**config.mk**
```make
export PLATFORM = sky130hd
export DESIGN_NAME = prc_command_map
export DESIGN_NICKNAME = d
export VERILOG_FILES = /design/src/rtl/prc_pkg.sv /design/src/rtl/prc_command_map.sv
export SDC_FILE = /design/constraint.sdc
export NUM_CORES = 2
export LEC_CHECK = 0
export ABC_AREA = 1
export BUFFER_PORTS_ARGS = -buffer_cell sky130_fd_sc_hd__buf_4
export CORE_MARGIN = 2
export CORE_UTILIZATION = 52
export DETAILED_ROUTE_END_ITERATION = 8
export MAX_ROUTING_LAYER = met4
export PLACE_DENSITY = 0.71
export SLEW_MARGIN = 40
export SYNTH_ARGS = -nofsm -noshare
export SYNTH_HDL_FRONTEND = slang
export SYNTH_SLANG_ARGS = --single-unit
```
**constraint.sdc**
```tcl
create_clock -name core_clk -period 9.7 [get_ports core_clk]
set_input_delay 0.485 -clock core_clk [delete_from_list [all_inputs] [get_ports core_clk]]
set_output_delay 0.485 -clock core_clk [all_outputs]
set_load 0.01 [all_outputs]
```
**src/rtl/prc_pkg.sv**
```systemverilog
// constants for the power rail command map
// assumes a 125 MHz core clock and 16-bit command data
package prc_pkg;
	localparam int NUM_RW = 18;
	localparam int NUM_ST = 6;
	localparam int NUM_TEL = 5;
	localparam logic [7:0] RW_CODE [NUM_RW] = '{
		8'h4b, 8'h4f, 8'h50, 8'h51, 8'h52, 8'h53, 8'h54, 8'h55, 8'h56,
		8'h57, 8'h58, 8'h59, 8'h5a, 8'h5e, 8'h60, 8'h61, 8'h64, 8'h65};
	// strap-derived entries hold zero here and load after reset
	localparam logic [15:0] RW_RESET [NUM_RW] = '{
		16'hd440, 16'hebe8, 16'h0080, 16'heb70, 16'hdc40, 16'he530,
		16'h0080, 16'hd380, 16'h0080, 16'hd360, 16'h0000, 16'h0000,
		16'h0080, 16'h0000, 16'hca80, 16'hca80, 16'hca80, 16'hca80};
	localparam logic RW_BYTE [NUM_RW] = '{
		1'b0, 1'b0, 1'b1, 1'b0, 1'b0, 1'b0, 1'b1, 1'b0, 1'b1,
		1'b0, 1'b0, 1'b0, 1'b1, 1'b0, 1'b0, 1'b0, 1'b0, 1'b0};
	localparam int IDX_UV_WARN = 10;
	localparam int IDX_UV_FAULT = 11;
	localparam int IDX_PG = 13;
	localparam int IDX_TON_DLY = 14;
	localparam int IDX_TURN_ON_RAMP_TIME = 15;
	localparam int IDX_TOFF_DLY = 16;
	localparam int IDX_TURN_OFF_RAMP_TIME = 17;
	localparam logic [7:0] CODE_SUM_BYTE = 8'h78;
	localparam logic [7:0] CODE_SUM_WORD = 8'h79;
	localparam logic [7:0] ST_CODE [NUM_ST] = '{
		8'h7a, 8'h7b, 8'h7c, 8'h7d, 8'h7e, 8'h80};
	localparam int ST_VOUT = 0;
	localparam int ST_IOUT = 1;
	localparam int ST_INPUT = 2;
	localparam int ST_TEMP = 3;
	localparam int ST_CML = 4;
	localparam int ST_MFR = 5;
	localparam logic [7:0] TEL_CODE [NUM_TEL] = '{
		8'h88, 8'h89, 8'h8b, 8'h8c, 8'h8d};
	localparam int TEL_VOUT = 2;
	localparam int CML_BAD_CMD = 7;
	localparam int CML_OTHER_COMM = 1;
	localparam int WB_VOUT = 15;
	localparam int WB_IOUT = 14;
	localparam int WB_INPUT = 13;
	localparam int WB_MFR = 12;
	localparam int WB_TEMP = 2;
	localparam int WB_CML = 1;
	localparam int WB_OTHER = 0;
	localparam int UVW_NUM = 11;
	localparam int UVW_DEN = 10;
	localparam int PG_NUM = 9;
	localparam int PG_DEN = 10;
	localparam int L11_MANT_MAX = 1023;
	localparam int L11_MANT_MIN = -1024;
	localparam int CLK_PERIOD_PS = 8000;
	localparam int MS_PS = 1000000000;
	localparam int CYCLES_PER_MS = MS_PS / CLK_PERIOD_PS;
	typedef enum logic [5:0] {
		ST_OFF = 6'b00_0001,
		ST_ON_DLY = 6'b00_0010,
		ST_RISE = 6'b00_0100,
		ST_ON = 6'b00_1000,
		ST_OFF_DLY = 6'b01_0000,
		ST_FALL = 6'b10_0000
	} prc_state_e;
endpackage

```
**src/rtl/prc_command_map.sv**
```systemverilog
// command register map of a digital rail controller with on/off timing
// assumes a host-side framer that presents one decoded command per strobe
`timescale 1ns/1ps
module prc_command_map #(
	parameter int CYCLES_PER_MS = prc_pkg::CYCLES_PER_MS
) (
	input wire logic core_clk,
	input wire logic rst,
	input wire logic [7:0] cmd_code,
	input wire logic wr_strobe,
	input wire logic [15:0] wr_data,
	input wire logic rd_strobe,
	output logic [15:0] rd_data,
	output logic rd_valid,
	input wire logic clear_faults,
	input wire logic [7:0] vout_flag_set,
	input wire logic [7:0] iout_flag_set,
	input wire logic [7:0] input_flag_set,
	input wire logic [7:0] temp_flag_set,
	input wire logic [7:0] cml_flag_set,
	input wire logic [7:0] mfr_flag_set,
	input wire logic telemetry_load,
	input wire logic [15:0] vin_sample,
	input wire logic [15:0] iin_sample,
	input wire logic [15:0] vout_sample,
	input wire logic [15:0] iout_sample,
	input wire logic [15:0] temp_sample,
	input wire logic [15:0] vin_uv_fault_strap,
	input wire logic [15:0] vout_nominal_strap,
	input wire logic enable,
	output logic rail_on_delay,
	output logic rail_rising,
	output logic rail_on,
	output logic rail_off_delay,
	output logic rail_falling,
	output logic power_good,
	output logic fault_present
);

	function automatic logic [5:0] rw_lookup(input logic [7:0] code);
		logic [5:0] r;
		r = 6'h00;
		for (int i = 0; i < prc_pkg::NUM_RW; i++) begin
			if (prc_pkg::RW_CODE[i] == code) r = {1'b1, 5'(i)};
		end
		return r;
	endfunction

	function automatic logic [3:0] st_lookup(input logic [7:0] code);
		logic [3:0] r;
		r = 4'h0;
		for (int i = 0; i < prc_pkg::NUM_ST; i++) begin
			if (prc_pkg::ST_CODE[i] == code) r = {1'b1, 3'(i)};
		end
		return r;
	endfunction

	function automatic logic [3:0] tel_lookup(input logic [7:0] code);
		logic [3:0] r;
		r = 4'h0;
		for (int i = 0; i < prc_pkg::NUM_TEL; i++) begin
			if (prc_pkg::TEL_CODE[i] == code) r = {1'b1, 3'(i)};
		end
		return r;
	endfunction

	// linear-11 milliseconds to clock cycles; negative times count as zero
	function automatic logic [39:0] l11_cycles(input logic [15:0] v);
		logic signed [5:0] e;
		logic [39:0] base;
		e = {v[15], v[15:11]};
		base = 40'(v[9:0]) * 40'(CYCLES_PER_MS);
		if (v[10]) return 40'h0;
		if (e < 0) return base >> 6'(-e);
		return base << 6'(e);
	endfunction

	logic [15:0] rw_q [prc_pkg::NUM_RW];
	logic [7:0] status_q [prc_pkg::NUM_ST];
	logic [7:0] flag_set [prc_pkg::NUM_ST];
	logic [15:0] tel_q [prc_pkg::NUM_TEL];
	logic straps_loaded;
	prc_pkg::prc_state_e state;
	prc_pkg::prc_state_e next_state;
	logic [39:0] cnt;
	logic [39:0] target;

	// command decode
	wire [5:0] rw_dec = rw_lookup(cmd_code);
	wire [3:0] st_dec = st_lookup(cmd_code);
	wire [3:0] tel_dec = tel_lookup(cmd_code);
	wire rw_hit = rw_dec[5];
	wire st_hit = st_dec[3];
	wire tel_hit = tel_dec[3];
	wire sum_byte_hit = cmd_code == prc_pkg::CODE_SUM_BYTE;
	wire sum_word_hit = cmd_code == prc_pkg::CODE_SUM_WORD;
	wire ro_hit = st_hit | tel_hit | sum_byte_hit | sum_word_hit;
	wire wr_rw = wr_strobe & rw_hit;
	wire wr_ro = wr_strobe & ro_hit;
	wire bad_cmd = (wr_strobe | rd_strobe) & ~rw_hit & ~ro_hit;

	// strap-derived defaults
	wire signed [14:0] uv_mant = 15'(signed'(vin_uv_fault_strap[10:0]));
	wire signed [14:0] uv_prod = uv_mant * signed'(15'(prc_pkg::UVW_NUM))
		/ signed'(15'(prc_pkg::UVW_DEN));
	wire uv_hi = uv_prod > signed'(15'(prc_pkg::L11_MANT_MAX));
	wire uv_lo = uv_prod < signed'(15'(prc_pkg::L11_MANT_MIN));
	wire [10:0] uv_sat = uv_hi ? 11'h3ff : uv_lo ? 11'h400 : uv_prod[10:0];
	wire [15:0] uv_warn_dflt = {vin_uv_fault_strap[15:11], uv_sat};
	wire [19:0] pg_prod = 20'(vout_nominal_strap) * 20'(prc_pkg::PG_NUM)
		/ 20'(prc_pkg::PG_DEN);
	wire [15:0] pg_dflt = pg_prod[15:0];

	always_ff @(posedge core_clk) begin
		if (rst) straps_loaded <= 1'b0;
		else straps_loaded <= 1'b1;
	end

	// read/write limits, actions and timing
	for (genvar g = 0; g < prc_pkg::NUM_RW; g++) begin : g_rw
		logic [15:0] strap_val;
		logic [15:0] wr_val;
		logic [15:0] next_rw;
		assign strap_val = (g == prc_pkg::IDX_UV_WARN) ? uv_warn_dflt :
			(g == prc_pkg::IDX_UV_FAULT) ? vin_uv_fault_strap : pg_dflt;
		assign wr_val = prc_pkg::RW_BYTE[g] ? {8'h00, wr_data[7:0]} : wr_data;
		wire is_strap = g == prc_pkg::IDX_UV_WARN ||
			g == prc_pkg::IDX_UV_FAULT || g == prc_pkg::IDX_PG;
		assign next_rw = (is_strap && !straps_loaded) ? strap_val :
			(wr_rw && rw_dec[4:0] == 5'(g)) ? wr_val : rw_q[g];
		always_ff @(posedge core_clk) begin
			if (rst) rw_q[g] <= prc_pkg::RW_RESET[g];
			else rw_q[g] <= next_rw;
		end
	end

	// sticky status flags; a set in the clearing cycle survives
	assign flag_set[prc_pkg::ST_VOUT] = vout_flag_set;
	assign flag_set[prc_pkg::ST_IOUT] = iout_flag_set;
	assign flag_set[prc_pkg::ST_INPUT] = input_flag_set;
	assign flag_set[prc_pkg::ST_TEMP] = temp_flag_set;
	assign flag_set[prc_pkg::ST_MFR] = mfr_flag_set;
	assign flag_set[prc_pkg::ST_CML] = cml_flag_set
		| (8'(wr_ro) << prc_pkg::CML_OTHER_COMM)
		| (8'(bad_cmd) << prc_pkg::CML_BAD_CMD);

	for (genvar g = 0; g < prc_pkg::NUM_ST; g++) begin : g_st
		wire [7:0] next_status = (clear_faults ? 8'h00 : status_q[g])
			| flag_set[g];
		always_ff @(posedge core_clk) begin
			if (rst) status_q[g] <= 8'h00;
			else status_q[g] <= next_status;
		end
	end

	// fault summary word, zero whenever every flag register is zero
	logic [15:0] sum_word;
	wire any_vout = |status_q[prc_pkg::ST_VOUT];
	wire any_iout = |status_q[prc_pkg::ST_IOUT];
	wire any_input = |status_q[prc_pkg::ST_INPUT];
	wire any_mfr = |status_q[prc_pkg::ST_MFR];
	always_comb begin
		sum_word = 16'h0000;
		sum_word[prc_pkg::WB_VOUT] = any_vout;
		sum_word[prc_pkg::WB_IOUT] = any_iout;
		sum_word[prc_pkg::WB_INPUT] = any_input;
		sum_word[prc_pkg::WB_MFR] = any_mfr;
		sum_word[prc_pkg::WB_TEMP] = |status_q[prc_pkg::ST_TEMP];
		sum_word[prc_pkg::WB_CML] = |status_q[prc_pkg::ST_CML];
		sum_word[prc_pkg::WB_OTHER] = any_vout | any_iout | any_input
			| any_mfr;
	end

	// telemetry captured on each load strobe
	for (genvar g = 0; g < prc_pkg::NUM_TEL; g++) begin : g_tel
		wire [15:0] sample = (g == 0) ? vin_sample : (g == 1) ? iin_sample :
			(g == 2) ? vout_sample : (g == 3) ? iout_sample : temp_sample;
		always_ff @(posedge core_clk) begin
			if (rst) tel_q[g] <= 16'h0000;
			else if (telemetry_load) tel_q[g] <= sample;
		end
	end

	// read path: data one cycle after the strobe
	wire [15:0] rd_mux =
		sum_byte_hit ? {8'h00, sum_word[7:0]} :
		sum_word_hit ? sum_word :
		st_hit ? {8'h00, status_q[st_dec[2:0]]} :
		tel_hit ? tel_q[tel_dec[2:0]] :
		rw_hit ? rw_q[rw_dec[4:0]] : 16'h0000;

	always_ff @(posedge core_clk) begin
		if (rst) rd_data <= 16'h0000;
		else if (rd_strobe) rd_data <= rd_mux;
	end

	always_ff @(posedge core_clk) begin
		if (rst) rd_valid <= 1'b0;
		else rd_valid <= rd_strobe;
	end

	// rail on/off sequencing
	wire done = (cnt + 40'h1) >= target;

	always_comb begin
		case (state)
			prc_pkg::ST_ON_DLY:
				target = l11_cycles(rw_q[prc_pkg::IDX_TON_DLY]);
			prc_pkg::ST_RISE:
				target = l11_cycles(rw_q[prc_pkg::IDX_TURN_ON_RAMP_TIME]);
			prc_pkg::ST_OFF_DLY:
				target = l11_cycles(rw_q[prc_pkg::IDX_TOFF_DLY]);
			prc_pkg::ST_FALL:
				target = l11_cycles(rw_q[prc_pkg::IDX_TURN_OFF_RAMP_TIME]);
			default: target = 40'h0;
		endcase
	end

	always_comb begin
		next_state = state;
		case (state)
			prc_pkg::ST_OFF: begin
				if (enable) next_state = prc_pkg::ST_ON_DLY;
			end
			prc_pkg::ST_ON_DLY: begin
				if (!enable) next_state = prc_pkg::ST_OFF;
				else if (done) next_state = prc_pkg::ST_RISE;
			end
			prc_pkg::ST_RISE: begin
				if (!enable) next_state = prc_pkg::ST_OFF_DLY;
				else if (done) next_state = prc_pkg::ST_ON;
			end
			prc_pkg::ST_ON: begin
				if (!enable) next_state = prc_pkg::ST_OFF_DLY;
			end
			prc_pkg::ST_OFF_DLY: begin
				if (enable) next_state = prc_pkg::ST_ON;
				else if (done) next_state = prc_pkg::ST_FALL;
			end
			prc_pkg::ST_FALL: begin
				if (enable) next_state = prc_pkg::ST_ON_DLY;
				else if (done) next_state = prc_pkg::ST_OFF;
			end
			default: next_state = prc_pkg::ST_OFF;
		endcase
	end

	always_ff @(posedge core_clk) begin
		if (rst) state <= prc_pkg::ST_OFF;
		else state <= next_state;
	end

	always_ff @(posedge core_clk) begin
		if (rst || next_state != state) cnt <= 40'h0;
		else cnt <= cnt + 40'h1;
	end

	assign rail_on_delay = state == prc_pkg::ST_ON_DLY;
	assign rail_rising = state == prc_pkg::ST_RISE;
	assign rail_on = state == prc_pkg::ST_ON;
	assign rail_off_delay = state == prc_pkg::ST_OFF_DLY;
	assign rail_falling = state == prc_pkg::ST_FALL;

	wire pg_next = (state == prc_pkg::ST_ON) &&
		(tel_q[prc_pkg::TEL_VOUT] >= rw_q[prc_pkg::IDX_PG]);

	always_ff @(posedge core_clk) begin
		if (rst) power_good <= 1'b0;
		else power_good <= pg_next;
	end

	always_ff @(posedge core_clk) begin
		if (rst) fault_present <= 1'b0;
		else fault_present <= |sum_word;
	end

endmodule

```
==> metrics list <==
- STA classifies the critical path startpoint as a flip-flop.
- Total track usage: 36.6%
- Post-detailed-route DRC marker count: 0
- Synthesized-area fraction occupied by adder cells: 16.1%
- Fraction of layout cells with a size suffix above 1: 10.3%
* Global routing usage on met2: 57.1%
* Clock tree skew after final layout: 0.0355 ns
* Initial antenna violation count: 2
* Cell count after synthesis: 6542
* Number of synthesized flops with an enable pin: 256
* Dpl cell area: 48100 sq um
- Count of H-tree levels built during CTS: 2
- Maximum fanout along the worst path: 40
- In this run the count of I/O pins placed on the die edge is 215.
- Endpoint kind of the worst setup timing path: flip-flop
* Via count normalized by instance count: 5.79
- Number of nets still failing antenna checks after routing: 0
* Worst R2R Setup Slack: 0.66 ns
- In the synthesized netlist, mux cells make up 0.709% of the area.
- Of the total synthesized cell area, the portion taken by AND, OR, NAND and NOR gates is 25.5%.
- Final Hold Fails: 0
- Share of the clock period used by the worst path after layout: 93.2%
- Setup crit start: rw_q[17][3]
- Gp weighted congestion: 1.09
- Timing-limited maximum frequency: 111 MHz
- # rows: 108
- For this design the ratio of total power to cell area is 311 nW/um^2.
- Met1 layer usage reported by global route: 46.4%
- The worst path meets setup with 0.655 ns of slack.
- Starting density of the core: 52.3%
* Clock tree buffer depth: 3
* Switching fraction of total power: 54.6%
- By instance count, the cell type seen most on the critical path is sky130_fd_sc_hd__nand2_1.
* Most used routing layer: met2
- In this run the tightest slew margin relative to its limit is 39.5%.
* Xor and xnor area share after synthesis: 3.06%
- The largest single stage delay on the critical path is 0.72 ns.
- Arrival time at the worst endpoint: 9.57 ns
- Max-cap violations: 0
- In this run the worst setup path terminates at cnt[36].
- In this run the standard cell core region covers 86500 sq um.
- Total iterations of the first detailed-routing run: 6
- After detailed routing, the average wire length per cell comes to 20.7 um.
- Switching power: 0.00846 W
* Global-route wire length before repair: 247000 um
- For this run, the register share of the synthesized area comes to 25.6%.
- Total congestion overflow after global routing: 0
* Destination of the worst register-to-register timing path: cnt[36]
* Met3 global-route usage: 4.67%
- Inserted Clock Buffers: 49
* Total negative slack for setup checks: 0 ns
- CTS placed an instance of sky130_fd_sc_hd__clkbuf_16 at the clock tree root.
- Top area cells in the synthesized netlist: sky130_fd_sc_hd__edfxtp_1 17%, sky130_fd_sc_hd__nand2_1 12%, sky130_fd_sc_hd__ha_1 11%
* Post-Route Utilization: 57.6%
* Number of warnings issued by yosys: 0
- Fin cells: 7851
* FFs w/ async S/R, synth: 0%
- Final min period: 9.04 ns
- The clock net in this run drives a total of 450 sinks.
* Synthesized area per cell: 6.91 sq um
- The internal portion of the total power is 0.00703 W.
* Sequential share of power: 14.4%
* Die outline width: 299 um
- Relative to the synthesized area, the layout overhead comes to 10.3%.
* Standby leakage power: 23.7 nW
- Setup violations remaining at the end of the flow were counted as 0.
- Worst slack at placement: 0.304 ns
- The clock network is responsible for 12.0% of the overall power.
- Clock-pin slew was measured on the worst setup and hold paths at 0.06 ns.
- The number of global-route vias before repair was 42400.
* Synthesis-stage register bit count: 450
* Placed instance count: 7754
- Counting every net in the synthesized netlist gives 7251.
* Worst R2R Start: rw_q[17][3]
* Number of cells traversed by the worst register-to-register path: 42
- In the layout the commonest cells are 1398 x sky130_fd_sc_hd__nand2_1, 886 x sky130_fd_sc_hd__inv_1, 662 x sky130_fd_sc_hd__nor2_1.
- Cell type with the highest aggregate area in the netlist: sky130_fd_sc_hd__edfxtp_1
- After legalization and detailed placement, the total HPWL measured 129000 um.
- Hold buffers post-CTS: 0
* Combinational share of power: 73.5%
* Compound-Gate Fraction of Synth Area: 18.5%
* Combinational family with the most area after synthesis: simple AND/OR/NAND/NOR gates
- For the worst-skew pair, the clock arrives at the later sink with an insertion delay of 0.63 ns.
* Setup Crit Path Kind: flip-flop to flip-flop
- During placement, the flow inserted port buffers numbering 214.
- The number of slew-limit violations in the final report is 0.
- Leaving out fill and tap cells, the most frequent cell in the layout is sky130_fd_sc_hd__nand2_1.
* Worst hold path type: input port to flip-flop
- In this run the vertical extent of the chip is 299 um.
- Detailed Route Iter0 Violations: 4913
- With fillers left out, the area of the finished cells amounts to 49900 sq um.
* Result of the run: complete, no violations
- After synthesis, the largest area contributor takes up 17.0% of total cell area.
- For this run, the leading register cell type out of synthesis is sky130_fd_sc_hd__edfxtp_1.
- On the critical path, the stage with the largest delay is an instance of sky130_fd_sc_hd__a221oi_1.
- For the pin with the worst max-slew slack, the measured transition is 0.905 ns.
- Area of the mapped netlist: 45200 sq um
* Die area: 89300 sq um
* DR vias: 45400
- Entering global routing, the biggest net connects 81 pins.
- Post-layout nets: 7362
- Synthesis instantiated 79 different standard cells from the library.
- Endpoint required time on the critical path: 10.22 ns
- Across the VDD grid, the largest voltage drop is 2210 uV.
* Drt total wl: 163000 um
* CTS tree: done
==> final cells by class <==
| cell class | count | area, sq um |
|---|---|---|
| timing repair buffer | 328 | 2500 |
| multi-input combinational | 4855 | 29100 |
| clock buffer | 64 | 1310 |
| antenna | 2 | 5.00 |
| inverter | 969 | 3650 |
| clock inverter | 28 | 262 |
| tap | 1155 | 1450 |
| sequential | 450 | 11600 |
| fill | 8436 | 36600 |
==> registers in the layout, summed over array words and instances (netlist names) <==
signal	count
straps_loaded	1
state	6
rd_valid	1
cnt	40
power_good	1
rd_data	16
tel_q	80
rw_q	256
fault_present	1
status_q	48
==> layer usage <==
metal / wire, um / vias to the layer above
met5: 0 / -
met1: 66700 / 21100
met4: 10100 / 0
met3: 12500 / 416
li1: - / 22000
met2: 73200 / 1977
==> cells in the mapped netlist, drive strengths merged (6+ instances only) <==
cell type	count
buf	29
edfxtp	256
o21bai	15
fa	109
nor2	669
nand3	360
a311oi	6
o22ai	98
nor3	71
xor2	113
a2111oi	8
o211ai	55
a32o	11
a22oi	7
o31ai	6
nor4	27
o32ai	6
dfxtp	194
a221oi	18
ha	409
xnor2	42
clkinv	28
o221ai	38
a211oi	11
a21oi	379
clkbuf	238
nand2	1520
a31oi	67
nand4	29
or2	17
o2111ai	15
o21a	23
inv	941
o21ai	655
mux2i	32
==> through the flow <==
step | hold slack, ns | power, W
2_1_floorplan | 0.433 | 0.0114
5_1_grt | 0.0455 | 0.0170
6_report | 0.0583 | 0.0155
4_1_cts | 0.0403 | 0.0152
3_5_place_dp | 0.461 | 0.0133
3_3_place_gp | 0.453 | 0.0130
==> how the worst min path moves through the flow <==
stage	start	end	depth (start not counted)
floorplan	cnt[0]	cnt[0]	1
global placement	cnt[0]	cnt[0]	1
detailed placement	rd_data[12]	rd_data[12]	2
CTS	mfr_flag_set[0]	status_q[5][0]	3
global route	mfr_flag_set[0]	status_q[5][0]	3
finish	mfr_flag_set[0]	status_q[5][0]	3
==> power by group through the flow <==
stage	logic, W	registers (W)	clock network [W]
2_1_floorplan	0.00921	0.00223	0
5_1_grt	0.0128	0.00224	0.00195
6_report	0.0114	0.00224	0.00187
3_5_place_dp	0.0110	0.00227	0
3_3_place_gp	0.0107	0.00227	0
4_1_cts	0.0110	0.00223	0.00188
==> worst max-delay path, delay by kind of cell (launching register included) <==
kind	cells	cell delay, ns
fa+ha+maj	7	3.00
compound gates	13	2.95
simple gates	16	1.96
buf+inv	5	0.47
flops	1	0.36
xor+xnor	1	0.16
==> cells by family (layout without fill, tap and decap cells) <==
family          count (synthesis)  after routing
other cells                     0              2
fa+ha+maj                     518            518
buf+inv                      1237           1389
mux                            32             32
flops                         450            450
simple gates                 2701           2701
compound gates               1449           1449
xor+xnor                      155            155
==> what timing repair did <==
action,in CTS,in global routing
buffers inserted,0,3
resized for setup,0,50
setup endpoints to repair,0,49
Note: power is estimated with default switching activity, not from simulation.
